--- config.mk ---
export PLATFORM = sky130hd
export DESIGN_NAME = fwsp_poller
export DESIGN_NICKNAME = d
export VERILOG_FILES = /design/src/include/fwsp_pkg.sv /design/src/design/fwsp_poller.sv
export VERILOG_INCLUDE_DIRS = /design/src /design/src/include
export SDC_FILE = /design/constraint.sdc
export NUM_CORES = 1
export LEC_CHECK = 0
export BUFFER_PORTS_ARGS = -buffer_cell sky130_fd_sc_hd__buf_2
export CAP_MARGIN = 0
export CELL_PAD_IN_SITES_DETAIL_PLACEMENT = 1
export CELL_PAD_IN_SITES_GLOBAL_PLACEMENT = 1
export CORE_MARGIN = 1.5
export CORE_UTILIZATION = 34
export DETAILED_ROUTE_END_ITERATION = 12
export PLACE_DENSITY = 0.72
export SYNTH_ARGS = -nofsm -noshare
export SYNTH_HDL_FRONTEND = slang
export SYNTH_SLANG_ARGS = --single-unit
--- constraint.sdc ---
create_clock -name clk -period 3.5 [get_ports clk]
set_input_delay 0.525 -clock clk [delete_from_list [all_inputs] [get_ports clk]]
set_output_delay 0.525 -clock clk [all_outputs]
set_load 0.005 [all_outputs]
--- src/include/fwsp_consts.svh ---
`ifndef FWSP_CONSTS_SVH
`define FWSP_CONSTS_SVH
// software register offsets (word index on the local port)
`define FWSP_OFF_CTRL 4'h0
`define FWSP_OFF_ADDR 4'h1
`define FWSP_OFF_STAT 4'h2
`define FWSP_OFF_DATA 4'h3
// control register fields
`define FWSP_CTRL_GO 0
`define FWSP_CTRL_TIMER 1
`define FWSP_CTRL_ADDSEC 2
// status register fields
`define FWSP_ST_BUSY 0
`define FWSP_ST_PASS 1
`define FWSP_ST_FAIL 2
`define FWSP_ST_TIMER 3
`define FWSP_ST_REJECT 4
`define FWSP_ST_RDY 5
// status bit positions on the flash data bus
`define FWSP_BIT_POLL 7
`define FWSP_BIT_TOG1 6
`define FWSP_BIT_TOUT 5
`define FWSP_BIT_ETMR 3
`define FWSP_BIT_TOG2 2
// flash command codes
`define FWSP_CMD_RESET 8'hF0
`define FWSP_CMD_SECERASE 8'h30
// bus cycle timing
`define FWSP_CYC_NS 20
`define FWSP_RD_NS 100
`define FWSP_RD_CYC ((`FWSP_RD_NS + `FWSP_CYC_NS - 1) / `FWSP_CYC_NS)
// erase window: 50 us
`define FWSP_WIN_US 50
`define FWSP_WIN_CYC ((`FWSP_WIN_US * 1000) / `FWSP_CYC_NS)
`endif

--- src/include/fwsp_pkg.sv ---
package fwsp_pkg;
   typedef enum logic [3:0] {
      FWSP_IDLE, FWSP_RD1, FWSP_RD2, FWSP_RECHK1, FWSP_RECHK2,
      FWSP_RESET_WR, FWSP_DONE, FWSP_TMR_RD, FWSP_ADD_WR, FWSP_TMR_RD2
   } fwsp_state_e;
   typedef struct packed {
      logic ce_n;
      logic oe_n;
      logic we_n;
      logic [21:0] addr;
      logic [7:0] dout;
      logic dout_en;
   } fwsp_bus_s;
endpackage

--- src/design/fwsp_poller.sv ---
`timescale 1ns/100ps
`include "fwsp_consts.svh"
module fwsp_poller
   import fwsp_pkg::*;
#(
   parameter int RD_CYC = `FWSP_RD_CYC
) (
   input wire logic clk,
   input wire logic rst,
   input wire logic [3:0] sw_addr,
   input wire logic [31:0] sw_wdata,
   input wire logic sw_wr,
   input wire logic sw_rd,
   output logic [31:0] sw_rdata,
   output logic flash_ce_n,
   output logic flash_oe_n,
   output logic flash_we_n,
   output logic [21:0] flash_addr,
   output logic [7:0] flash_dq_out,
   output logic flash_dq_oe,
   input wire logic [7:0] flash_dq_in,
   input wire logic ready_busy_output
);
   fwsp_state_e st_reg, st_next;
   fwsp_bus_s bus_reg, bus_next;
   logic [7:0] cnt_reg, cnt_next;
   logic [7:0] first_reg, first_next;
   logic [7:0] last_reg, last_next;
   logic [21:0] addr_reg, addr_next;
   logic pass_reg, pass_next, fail_reg, fail_next;
   logic tmr_reg, tmr_next, rej_reg, rej_next, rdy_reg, rdy_next;
   logic [31:0] rdata_reg, rdata_next;
   logic cycle_end;

   // true when the toggle bit differs between two samples
   function automatic logic toggled(input logic [7:0] a, input logic [7:0] b);
      return a[`FWSP_BIT_TOG1] != b[`FWSP_BIT_TOG1];
   endfunction

   // start a fresh bus cycle: read or write
   function automatic fwsp_bus_s cyc(input logic wr, input logic [21:0] a,
                                     input logic [7:0] d);
      fwsp_bus_s b;
      b.ce_n = 1'b0;
      b.oe_n = wr;
      b.we_n = !wr;
      b.addr = a;
      b.dout = d;
      b.dout_en = wr;
      return b;
   endfunction

   localparam fwsp_bus_s BUS_IDLE = '{1'b1, 1'b1, 1'b1, 22'h0, 8'h0, 1'b0};

   assign cycle_end = (cnt_reg == 8'(RD_CYC - 1));

   // polling sequencer next state
   always_comb begin
      st_next = st_reg;
      bus_next = bus_reg;
      cnt_next = cycle_end ? 8'h0 : cnt_reg + 8'h1;
      first_next = first_reg;
      last_next = last_reg;
      addr_next = addr_reg;
      pass_next = pass_reg;
      fail_next = fail_reg;
      tmr_next = tmr_reg;
      rej_next = rej_reg;
      rdy_next = ready_busy_output;
      if (st_reg == FWSP_IDLE) begin
         cnt_next = 8'h0;
      end
      unique case (st_reg)
         FWSP_IDLE: begin
            bus_next = BUS_IDLE;
            if (sw_wr && sw_addr == `FWSP_OFF_CTRL) begin
               pass_next = 1'b0;
               fail_next = 1'b0;
               rej_next = 1'b0;
               if (sw_wdata[`FWSP_CTRL_GO]) begin
                  // first of two reads at the status address
                  st_next = FWSP_RD1;
                  bus_next = cyc(1'b0, addr_reg, 8'h0);
               end else if (sw_wdata[`FWSP_CTRL_TIMER]) begin
                  // sample timer bit before adding a sector
                  // the window length is never assumed, always read
                  st_next = FWSP_TMR_RD;
                  bus_next = cyc(1'b0, addr_reg, 8'h0);
               end
            end
         end
         FWSP_RD1, FWSP_RECHK1: if (cycle_end) begin
            first_next = flash_dq_in;
            st_next = (st_reg == FWSP_RD1) ? FWSP_RD2 : FWSP_RECHK2;
            bus_next = cyc(1'b0, addr_reg, 8'h0);
         end
         FWSP_RD2: if (cycle_end) begin
            last_next = flash_dq_in;
            bus_next = cyc(1'b0, addr_reg, 8'h0);
            if (!toggled(first_reg, flash_dq_in)) begin
               pass_next = 1'b1;
               st_next = FWSP_DONE;
               bus_next = BUS_IDLE;
            end else if (flash_dq_in[`FWSP_BIT_TOUT]) begin
               st_next = FWSP_RECHK1;
            end else begin
               // keep polling from the double read
               st_next = FWSP_RD1;
            end
         end
         FWSP_RECHK2: if (cycle_end) begin
            last_next = flash_dq_in;
            if (toggled(first_reg, flash_dq_in)) begin
               fail_next = 1'b1;
               st_next = FWSP_RESET_WR;
               bus_next = cyc(1'b1, addr_reg, `FWSP_CMD_RESET);
            end else begin
               pass_next = 1'b1;
               st_next = FWSP_DONE;
               bus_next = BUS_IDLE;
            end
         end
         FWSP_RESET_WR: if (cycle_end) begin
            st_next = FWSP_DONE;
            bus_next = BUS_IDLE;
         end
         FWSP_TMR_RD: if (cycle_end) begin
            tmr_next = flash_dq_in[`FWSP_BIT_ETMR];
            if (flash_dq_in[`FWSP_BIT_ETMR]) begin
               // window closed, added command would be ignored
               rej_next = 1'b1;
               st_next = FWSP_DONE;
               bus_next = BUS_IDLE;
            end else begin
               // add sector erase inside the window
               st_next = FWSP_ADD_WR;
               bus_next = cyc(1'b1, addr_reg, `FWSP_CMD_SECERASE);
            end
         end
         FWSP_ADD_WR: if (cycle_end) begin
            st_next = FWSP_TMR_RD2;
            bus_next = cyc(1'b0, addr_reg, 8'h0);
         end
         FWSP_TMR_RD2: if (cycle_end) begin
            // high after the command means possibly rejected
            tmr_next = flash_dq_in[`FWSP_BIT_ETMR];
            rej_next = flash_dq_in[`FWSP_BIT_ETMR];
            st_next = FWSP_DONE;
            bus_next = BUS_IDLE;
         end
         FWSP_DONE: begin
            st_next = FWSP_IDLE;
            bus_next = BUS_IDLE;
         end
         default: begin
            st_next = FWSP_IDLE;
            bus_next = BUS_IDLE;
         end
      endcase
      // one clock with strobes high between bus cycles, so every read
      // is a separate strobe and the toggle bit advances once per read
      if (cycle_end && st_reg != FWSP_IDLE) begin
         bus_next.oe_n = 1'b1;
         bus_next.we_n = 1'b1;
      end else if (cnt_reg == 8'h0 && st_reg != FWSP_IDLE &&
                   st_reg != FWSP_DONE && !bus_reg.ce_n) begin
         bus_next.oe_n = bus_reg.dout_en;
         bus_next.we_n = !bus_reg.dout_en;
      end
      if (st_reg == FWSP_IDLE && sw_wr && sw_addr == `FWSP_OFF_ADDR) begin
         addr_next = sw_wdata[21:0];
      end
   end

   // software read mux
   always_comb begin
      rdata_next = 32'h0;
      if (sw_rd) begin
         unique case (sw_addr)
            `FWSP_OFF_ADDR: rdata_next = {10'h0, addr_reg};
            `FWSP_OFF_STAT: begin
               rdata_next[`FWSP_ST_BUSY] = (st_reg != FWSP_IDLE);
               rdata_next[`FWSP_ST_PASS] = pass_reg;
               rdata_next[`FWSP_ST_FAIL] = fail_reg;
               rdata_next[`FWSP_ST_TIMER] = tmr_reg;
               rdata_next[`FWSP_ST_REJECT] = rej_reg;
               rdata_next[`FWSP_ST_RDY] = rdy_reg;
            end
            `FWSP_OFF_DATA: rdata_next = {16'h0, first_reg, last_reg};
            default: rdata_next = 32'h0;
         endcase
      end
   end

   // state registers
   always_ff @(posedge clk) begin
      if (rst) begin
         st_reg <= FWSP_IDLE;
         bus_reg <= BUS_IDLE;
         cnt_reg <= 8'h0;
         first_reg <= 8'h0;
         last_reg <= 8'h0;
         addr_reg <= 22'h0;
         pass_reg <= 1'b0;
         fail_reg <= 1'b0;
         tmr_reg <= 1'b0;
         rej_reg <= 1'b0;
         rdy_reg <= 1'b0;
         sw_rdata <= 32'h0;
      end else begin
         st_reg <= st_next;
         bus_reg <= bus_next;
         cnt_reg <= cnt_next;
         first_reg <= first_next;
         last_reg <= last_next;
         addr_reg <= addr_next;
         pass_reg <= pass_next;
         fail_reg <= fail_next;
         tmr_reg <= tmr_next;
         rej_reg <= rej_next;
         rdy_reg <= rdy_next;
         sw_rdata <= rdata_next;
      end
   end

   // flash pins straight from the bus register
   assign flash_ce_n = bus_reg.ce_n;
   assign flash_oe_n = bus_reg.oe_n;
   assign flash_we_n = bus_reg.we_n;
   assign flash_addr = bus_reg.addr;
   assign flash_dq_out = bus_reg.dout;
   assign flash_dq_oe = bus_reg.dout_en;
endmodule

==> results.toml, run 1 <==
[floorplan]
num_io_pins = 115
dieArea_sq_mm = 0.0137
die_w_microns = 117
die_height_microns = 117
core_sq_mm = 0.0127
initial_core_util = 0.350
num_rows = 41

[worst_setup_path]
crit_fanout = 23
cp_cell_sequence = "nor4_1, and3_1, nand2_1, a21oi_1"
slowest_stage = "and3_1"
ff2ff_path_depth = 4
r2r_slack_ns = 0.93
cp.arrival_ns = 2.84
r2r_start = "st_reg[1]$_SDFFE_PP0P_"
worst_ep_required_time_ns = 3.77
cp-end-kind = "register"
r2r-end = "addr_reg[7]$_SDFFE_PP0P_"
cp-start-kind = "register"
crit_type = "register to register"
slowest_delay_ns = 0.87

[logic_synthesis]
ys_async_sr_fraction = 0
synth_warnings = 0
yosysTopAreaCellShare = 0.470
synth_commonest_cells = "dfxtp_1 (104), nand2_1 (49), nor2_1 (46), a21oi_1 (34), clkbuf_1 (28)"
synth_area_per_cell_sq_um = 9.03
yosys.area.top_type = "dfxtp_1"
synth_seq_cells = 104
synth_edf_count = 0
post-synth-top-count-cell = "dfxtp_1"
synth_cell_types = 60
synthFlopType = "dfxtp_1"
synth_area_leaders = "dfxtp_1 (47%), nand2_1 (4.2%), nor2_1 (3.9%)"
synthesis.area_sq_mm = 0.00443
ys_seq_area_frac = 0.470
synth_cells = 491

[finish]
area_growth_pct = 18.3
final_core_util = 0.414
multiInputGateArea_sq_mm = 0.00213
insertedDiodeCount = 0
fillers = 1535
seq_area_sq_mm = 0.00208
fin_nets = 615
drive_gt1_frac = 0.235
stdcell_count = 739

[route]
ant_nets = 0
drt-initial-drc-count = 336
dr.pass1.iters = 4
routed_wl_microns = 12900
drc = 0
wire_per_inst_microns = 17.5
vias = 3931
vias_per_cell = 5.32

[pwr]
peakVddDrop_uv = 313
p_leak_uw = 0.00210
p_per_area_mw_per_mm2 = 534
power.total_uw = 2800

[status]
status = "completed"

[timing]
worst_pin_slew_ns = 0.892
slew_headroom = 0.405
finClkSkew_ns = 0.00519
clock.fmax_mhz = 390
hold_viol = 0
setup_ws_ns = 0.933
slew_viol_final = 0
fin_crit_sh = 0.733
setup_tns_ns = 0
setup_viol = 0
grt_setup_unrepaired = "no"
post-route-min-period_ns = 2.57

[min_path]
hold_end = "rdy_reg$_SDFF_PP0_"
hold_path_startpoint = "ready_busy_output"
hold_depth = 2
hold_path.class = "input pin to register"

[grt]
grt_antenna_before_repair = 0
grt_max_degree = 46
grt_pass1_wl_microns = 20100
grt_pass1_vias = 3913
grt_use_total = 0.193
grt.overflow.total = 0

[clock_network]
cts_resized = 0
root_buffer = "clkbuf_16"
cts_hold_buffers = 0
clk_latency_ns = 0.34
cts_tree = "built"
clk_path_buf_depth = 2
cts_sinks = 104
h-tree-depth = 3
cts_setup_buffers = 0
cts_made_buffers = 9
clkTransAtPathRegs_ns = 0.07

[placement]
port_buffers = 90
detailedPlacementHpwl_microns = 9480
dp_slack_ns = 0.943
place_inst = 725
gp_congestion = 0.853

[flow_run]
drv_cap = 0
## cells in the final DEF, fill, tap and decap left out, types with 4 or more instances in the layout
| cell type | synthesis | layout |
|---|---|---|
| o2bb2ai_1 | 16 | 16 |
| mux2_2 | 7 | 7 |
| a21oi_1 | 34 | 34 |
| a32o_1 | 6 | 6 |
| nand2_1 | 49 | 49 |
| and3_1 | 7 | 7 |
| mux2i_1 | 17 | 17 |
| conb_1 | 1 | 14 |
| nor2b_1 | 9 | 9 |
| nor2_1 | 46 | 46 |
| inv_1 | 7 | 7 |
| clkbuf_16 | 0 | 9 |
| or4_1 | 4 | 4 |
| o21ai_0 | 9 | 9 |
| nor3_1 | 7 | 6 |
| a22oi_1 | 16 | 16 |
| and2_1 | 8 | 8 |
| dfxtp_1 | 104 | 104 |
| xor2_1 | 6 | 6 |
| nand4_1 | 19 | 19 |
| buf_4 | 17 | 10 |
| nand3_1 | 10 | 10 |
| buf_2 | 5 | 90 |
## stage by stage
step           hold WS, ns  area [sq um]
6_report             0.414          5240
3_5_place_dp         0.447          4980
3_3_place_gp         0.446          4980
2_1_floorplan        0.440          4480
5_1_grt              0.418          5240
4_1_cts              0.409          5240
## cell type report
cell class | instances | area share
clock inverter | 2 | 0.00310
sequential | 104 | 0.397
multi-input combinational | 341 | 0.406
tap | 172 | 0.0411
inverter | 8 | 0.00573
timing repair buffer | 100 | 0.100
clock buffer | 12 | 0.0470
## kinds of logic (layout without fill, tap and decap cells)
kind of cell / after synthesis / in the layout / synth area share
XOR/XNOR: 9 / 9 / 0.0178
AO/OA/AOI/OAI: 111 / 111 / 0.176
buffers and inverters: 59 / 122 / 0.0658
multiplexers: 24 / 24 / 0.0562
flip-flops: 104 / 104 / 0.470
adder cells (fa/ha/maj): 2 / 2 / 0.00565
AND/OR/NAND/NOR: 181 / 181 / 0.208
other: 1 / 14 / 0.000846
## critical path: cells and delay by family, from the launching register on
kind	cells	cell delay [ns]
flops	1	0.54
simple gates	3	1.79
compound gates	1	0.16
## worst max path at each step
stage | startpoint | slack (ns) | cells after the start | end
floorplan | sw_addr[1] | 1.33 | 7 | flash_addr[0]$_SDFFE_PP0P_
global placement | st_reg[1]$_SDFFE_PP0P_ | 1.08 | 5 | flash_oe_n$_SDFFE_PP1P_
detailed placement | st_reg[1]$_SDFFE_PP0P_ | 0.94 | 4 | addr_reg[7]$_SDFFE_PP0P_
CTS | st_reg[1]$_SDFFE_PP0P_ | 0.93 | 4 | addr_reg[7]$_SDFFE_PP0P_
finish | st_reg[1]$_SDFFE_PP0P_ | 0.93 | 4 | addr_reg[7]$_SDFFE_PP0P_
global route | st_reg[1]$_SDFFE_PP0P_ | 0.69 | 4 | addr_reg[7]$_SDFFE_PP0P_
## routing by layer
layer,wire length (microns),vias up,GRT usage,part of all wire
li1,-,1873,-,-
met1,5850,1913,0.256,0.45
met2,5930,126,0.308,0.46
met3,846,19,0.0443,0.066
met4,273,0,0.0667,0.021
met5,0,-,0,0
## power breakdown
part | switching [uW] | internal, uW | leakage (uW)
clock | 427 | 497 | 0.000125
combinational | 392 | 192 | 0.00113
sequential | 72.0 | 1220 | 0.000839
total | 891 | 1910 | 0.00210
Power figures use the tool's default switching activity.
==> run 2, diff against run 1 <==
==> constraint.sdc (replaced) <==
create_clock -name clk -period 2.65 [get_ports clk]
set_input_delay 0.3975 -clock clk [delete_from_list [all_inputs] [get_ports clk]]
set_output_delay 0.3975 -clock clk [all_outputs]
set_load 0.005 [all_outputs]
==> results.toml, run 2 (same netlist as run 1, synthesis figures left out) <==
[flow_run]
drv_cap = 0

[timing]
finClkSkew_ns = 0.00673
setup_viol = 0
worst_pin_slew_ns = 0.695
slew_headroom = 0.534
grt_setup_unrepaired = "no"
post-route-min-period_ns = 2.30
slew_viol_final = 0
holdWs_ns = 0.247
clock.fmax_mhz = 435
hold_viol = 0
fin_crit_sh = 0.868
setup_tns_ns = 0

[finish]
fin_nets = 623
final_cell_mix = "dfxtp_1 (104), buf_2 (90), nand2_1 (49), nor2_1 (46), a21oi_1 (34)"
area_growth_pct = 20.6
drive_gt1_frac = 0.251
insertedDiodeCount = 0
layout_commonest_cell = "dfxtp_1"

[pwr]
power_frac_clock = 0.354
sequentialPowerShare = 0.433
p_sw_frac = 0.318
p_leak_uw = 0.00216
peakVddDrop_uv = 282
p_comb_frac = 0.213
p_per_area_mw_per_mm2 = 727
p_sw_uw = 1240
internal-power_uw = 2650

[worst_setup_path]
r2r_slack_ns = 0.35
crit_type = "register to register"
cp.arrival_ns = 2.53
r2r-end = "first_reg[3]$_SDFFE_PP0P_"
cp-start-kind = "register"
ff2ff_path_depth = 4
worst_ep_required_time_ns = 2.88
crit_top_cell = "or4_1"
crit_fanout = 8
slowest_stage = "or4_1"
cp-end-kind = "register"
slowest_delay_ns = 0.82
cp_cell_sequence = "or4_1, or4_1, mux2i_1, nor2_1"
r2r_start = "cnt_reg[5]$_SDFF_PP0_"

[clock_network]
root_buffer = "clkbuf_16"
cts_tree = "built"
clkTransAtPathRegs_ns = 0.07
clk_latency_ns = 0.36
cts_made_buffers = 9
cts_hold_buffers = 0
cts_sinks = 104
cts_resized = 0
h-tree-depth = 3
cts_setup_buffers = 0
clk_path_buf_depth = 2

[route]
drt-initial-drc-count = 294
wire_per_inst_microns = 17.5
drc = 0
vias_per_cell = 5.30
dr.pass1.iters = 4
vias = 3970
routed_wl_microns = 13100
ant_nets = 0

[floorplan]
num_rows = 41
dieArea_sq_mm = 0.0137
num_io_pins = 115
die_w_microns = 117
core_sq_mm = 0.0127
initial_core_util = 0.350
die_height_microns = 117

[min_path]
hold_end = "rdy_reg$_SDFF_PP0_"
hold_depth = 2
hold_path_startpoint = "ready_busy_output"
hold_path.class = "input pin to register"

[status]
status = "completed"

[grt]
grt.overflow.total = 0
grt_pass1_vias = 3838
grt_use_total = 0.199
grt_antenna_before_repair = 0
grt_max_degree = 45
grt_pass1_wl_microns = 20400

[placement]
port_buffers = 90
gp_congestion = 0.839
detailedPlacementHpwl_microns = 9610
==> run 2: cell types whose count changed in the layout (fill, tap and decap cells not counted), sizes merged <==
| cell | change |
|---|---|
| buf | +8 |
| bufinv | +1 |
| clkinv | +2 |
| clkbuf | -2 |
| inv | +1 |
==> run 2: layout make-up <==
| cell class | instances | area (sq um) |
|---|---|---|
| inverter | 8 | 30.0 |
| timing repair buffer | 108 | 586 |
| tap | 172 | 215 |
| sequential | 104 | 2080 |
| clock inverter | 6 | 65.1 |
| fill | 1529 | 7330 |
| clock buffer | 10 | 239 |
| multi-input combinational | 341 | 2130 |
==> run 2: how the worst max path moves through the flow <==
stage                               start                    endpoint
finish              cnt_reg[5]$_SDFF_PP0_   first_reg[3]$_SDFFE_PP0P_
global route        cnt_reg[5]$_SDFF_PP0_       pass_reg$_SDFFE_PP0P_
CTS                 cnt_reg[5]$_SDFF_PP0_   first_reg[3]$_SDFFE_PP0P_
detailed placement  cnt_reg[5]$_SDFF_PP0_   first_reg[5]$_SDFFE_PP0P_
global placement    cnt_reg[5]$_SDFF_PP0_   first_reg[3]$_SDFFE_PP0P_
floorplan                      sw_addr[1]  flash_addr[0]$_SDFFE_PP0P_
==> run 2: metrics by stage <==
| stage | power, uW | utilization | std cells | cell area [sq um] | setup WS [ns] |
|---|---|---|---|---|---|
| floorplan | 2250 | - | 504 | 4480 | 0.609 |
| global placement | 2500 | 0.398 | 733 | 5040 | 0.440 |
| detailed placement | 2540 | 0.398 | 733 | 5040 | 0.408 |
| CTS | 3900 | 0.422 | 749 | 5340 | 0.343 |
| global route | 4060 | 0.422 | 749 | 5340 | 0.263 |
| finish | 3890 | 0.422 | 749 | 5340 | 0.350 |
==> run 2: metal layers <==
| layer | share of wire | up-vias | wire length, microns | GRT usage |
|---|---|---|---|---|
| met1 | 0.47 | 1949 | 6190 | 0.273 |
| met4 | 0.018 | 0 | 231 | 0.0635 |
| met5 | 0 | - | 0 | 0 |
| li1 | - | 1892 | - | - |
| met2 | 0.46 | 110 | 6020 | 0.309 |
| met3 | 0.049 | 19 | 646 | 0.0474 |
==> run 2: power groups by stage <==
stage | logic (uW) | clock network, uW | registers (uW)
2_1_floorplan | 570 | 0 | 1680
3_3_place_gp | 786 | 0 | 1720
3_5_place_dp | 819 | 0 | 1720
4_1_cts | 825 | 1390 | 1680
5_1_grt | 906 | 1470 | 1690
6_report | 828 | 1380 | 1680
==> run 2: worst max-delay path, delay by kind of cell, from the launching register on <==
family / cells / cell delay, ns
DFF: 1 / 0.37
and+or+nand+nor: 3 / 1.53
muxes: 1 / 0.27
==> run 3, diff against run 2 <==
--- a/config.mk
+++ b/config.mk
@@ -8,7 +8,7 @@
 export LEC_CHECK = 0
 export BUFFER_PORTS_ARGS = -buffer_cell sky130_fd_sc_hd__buf_2
 export CAP_MARGIN = 0
-export CELL_PAD_IN_SITES_DETAIL_PLACEMENT = 1
+export CELL_PAD_IN_SITES_DETAIL_PLACEMENT = 0
 export CELL_PAD_IN_SITES_GLOBAL_PLACEMENT = 1
 export CORE_MARGIN = 1.5
 export CORE_UTILIZATION = 34
==> constraint.sdc (replaced) <==
create_clock -name clk -period 2.5 [get_ports clk]
set_input_delay 0.375 -clock clk [delete_from_list [all_inputs] [get_ports clk]]
set_output_delay 0.375 -clock clk [all_outputs]
set_load 0.005 [all_outputs]
==> results.toml, run 3 (same netlist as run 1, synthesis figures left out) <==
[status]
status = "completed"

[clock_network]
h-tree-depth = 3
cts_hold_buffers = 0
clk_latency_ns = 0.34
cts_resized = 0
root_buffer = "clkbuf_16"
cts_sinks = 104
cts_tree = "built"
cts_made_buffers = 9
clkTransAtPathRegs_ns = 0.07
cts_setup_buffers = 0
clk_path_buf_depth = 2

[placement]
detailedPlacementHpwl_microns = 8660
port_buffers = 90
placed_cell_area_sq_mm = 0.00506
gp_congestion = 0.880

[timing]
hold_viol = 0
slew_headroom = 0.541
setup_viol = 0
clock.fmax_mhz = 446
post-route-min-period_ns = 2.24
holdWs_ns = 0.237
grt_setup_unrepaired = "no"
finClkSkew_ns = 0.00389
fin_crit_sh = 0.896
slew_viol_final = 0
setup_tns_ns = 0
worst_pin_slew_ns = 0.681

[route]
drt-initial-drc-count = 413
vias_per_cell = 5.15
dr.pass1.iters = 6
vias = 3871
drc = 0
routed_wl_microns = 11900
wire_per_inst_microns = 15.8
ant_nets = 0

[floorplan]
dieArea_sq_mm = 0.0137
num_rows = 41
die_w_microns = 117
initial_core_util = 0.350
num_io_pins = 115
core_sq_mm = 0.0127
die_height_microns = 117

[worst_setup_path]
r2r_start = "st_reg[1]$_SDFFE_PP0P_"
crit_type = "register to register"
cp-end-kind = "register"
crit_fanout = 23
cp-start-kind = "register"
cp.arrival_ns = 2.43
cp-startpoint = "st_reg[1]$_SDFFE_PP0P_"
worst_ep_required_time_ns = 2.69

[finish]
final_core_util = 0.425
layout_commonest_cell = "dfxtp_1"
area_growth_pct = 21.7
final_cell_mix = "dfxtp_1 (104), buf_2 (90), nand2_1 (49), nor2_1 (46), a21oi_1 (34)"
drive_gt1_frac = 0.254
final_cell_area_sq_mm = 0.00539
fin_nets = 626
insertedDiodeCount = 0

[pwr]
peakVddDrop_uv = 398
p_per_area_mw_per_mm2 = 778
p_leak_uw = 0.00219

[min_path]
hold_path_startpoint = "ready_busy_output"
hold_path.class = "input pin to register"

[flow_run]
drv_cap = 0

[grt]
grt_max_degree = 37
grt.overflow.total = 0
grt_antenna_before_repair = 0
grt_use_total = 0.176
grt_pass1_vias = 3464
grt_pass1_wl_microns = 18300
run 3: final cells by class:
cell class / instances / area, sq um
inverter: 8 / 30.0
clock inverter: 4 / 77.6
clock buffer: 11 / 253
timing repair buffer: 111 / 608
multi-input combinational: 341 / 2130
sequential: 104 / 2080
fill: 1288 / 7280
tap: 172 / 215
run 3: path summary, 6_finish.rpt:
path / to / depth (start not counted) / slack, ns
worst max-delay path: flash_ce_n$_SDFFE_PP1P_ / 5 / 0.26
worst min-delay path: rdy_reg$_SDFF_PP0_ / 2 / 0.24
worst max register to register: flash_ce_n$_SDFFE_PP1P_ / 5 / 0.26
worst min register to register: flash_addr[11]$_SDFFE_PP0P_ / 1 / 0.47
run 3: through the flow:
stage	power, uW	setup WS (ns)	instances
floorplan	2380	0.481	504
global placement	2670	0.315	736
detailed placement	2680	0.285	736
CTS	4230	0.279	751
global route	4390	0.0938	751
finish	4200	0.260	751
run 3: worst max-delay path, stage by stage, from the launching register on:
cell and delay [ns]:
dfxtp_1 0.45, or4_1 0.68, o21ai_1 0.19, buf_4 0.30, and2_1 0.32, a32oi_1 0.13
run 3: power breakdown:
group | total, uW | internal (uW) | switching [uW] | leakage (uW)
combinational | 874 | 311 | 563 | 0.00119
clock | 1540 | 930 | 612 | 0.000162
sequential | 1780 | 1710 | 73.2 | 0.000839
total | 4200 | 2950 | 1250 | 0.00219
run 3: per-layer routing:
layer,track usage,part of all wire
met2,0.258,0.44
met4,0.0450,0.011
met3,0.0484,0.064
met1,0.255,0.48
met5,0,0
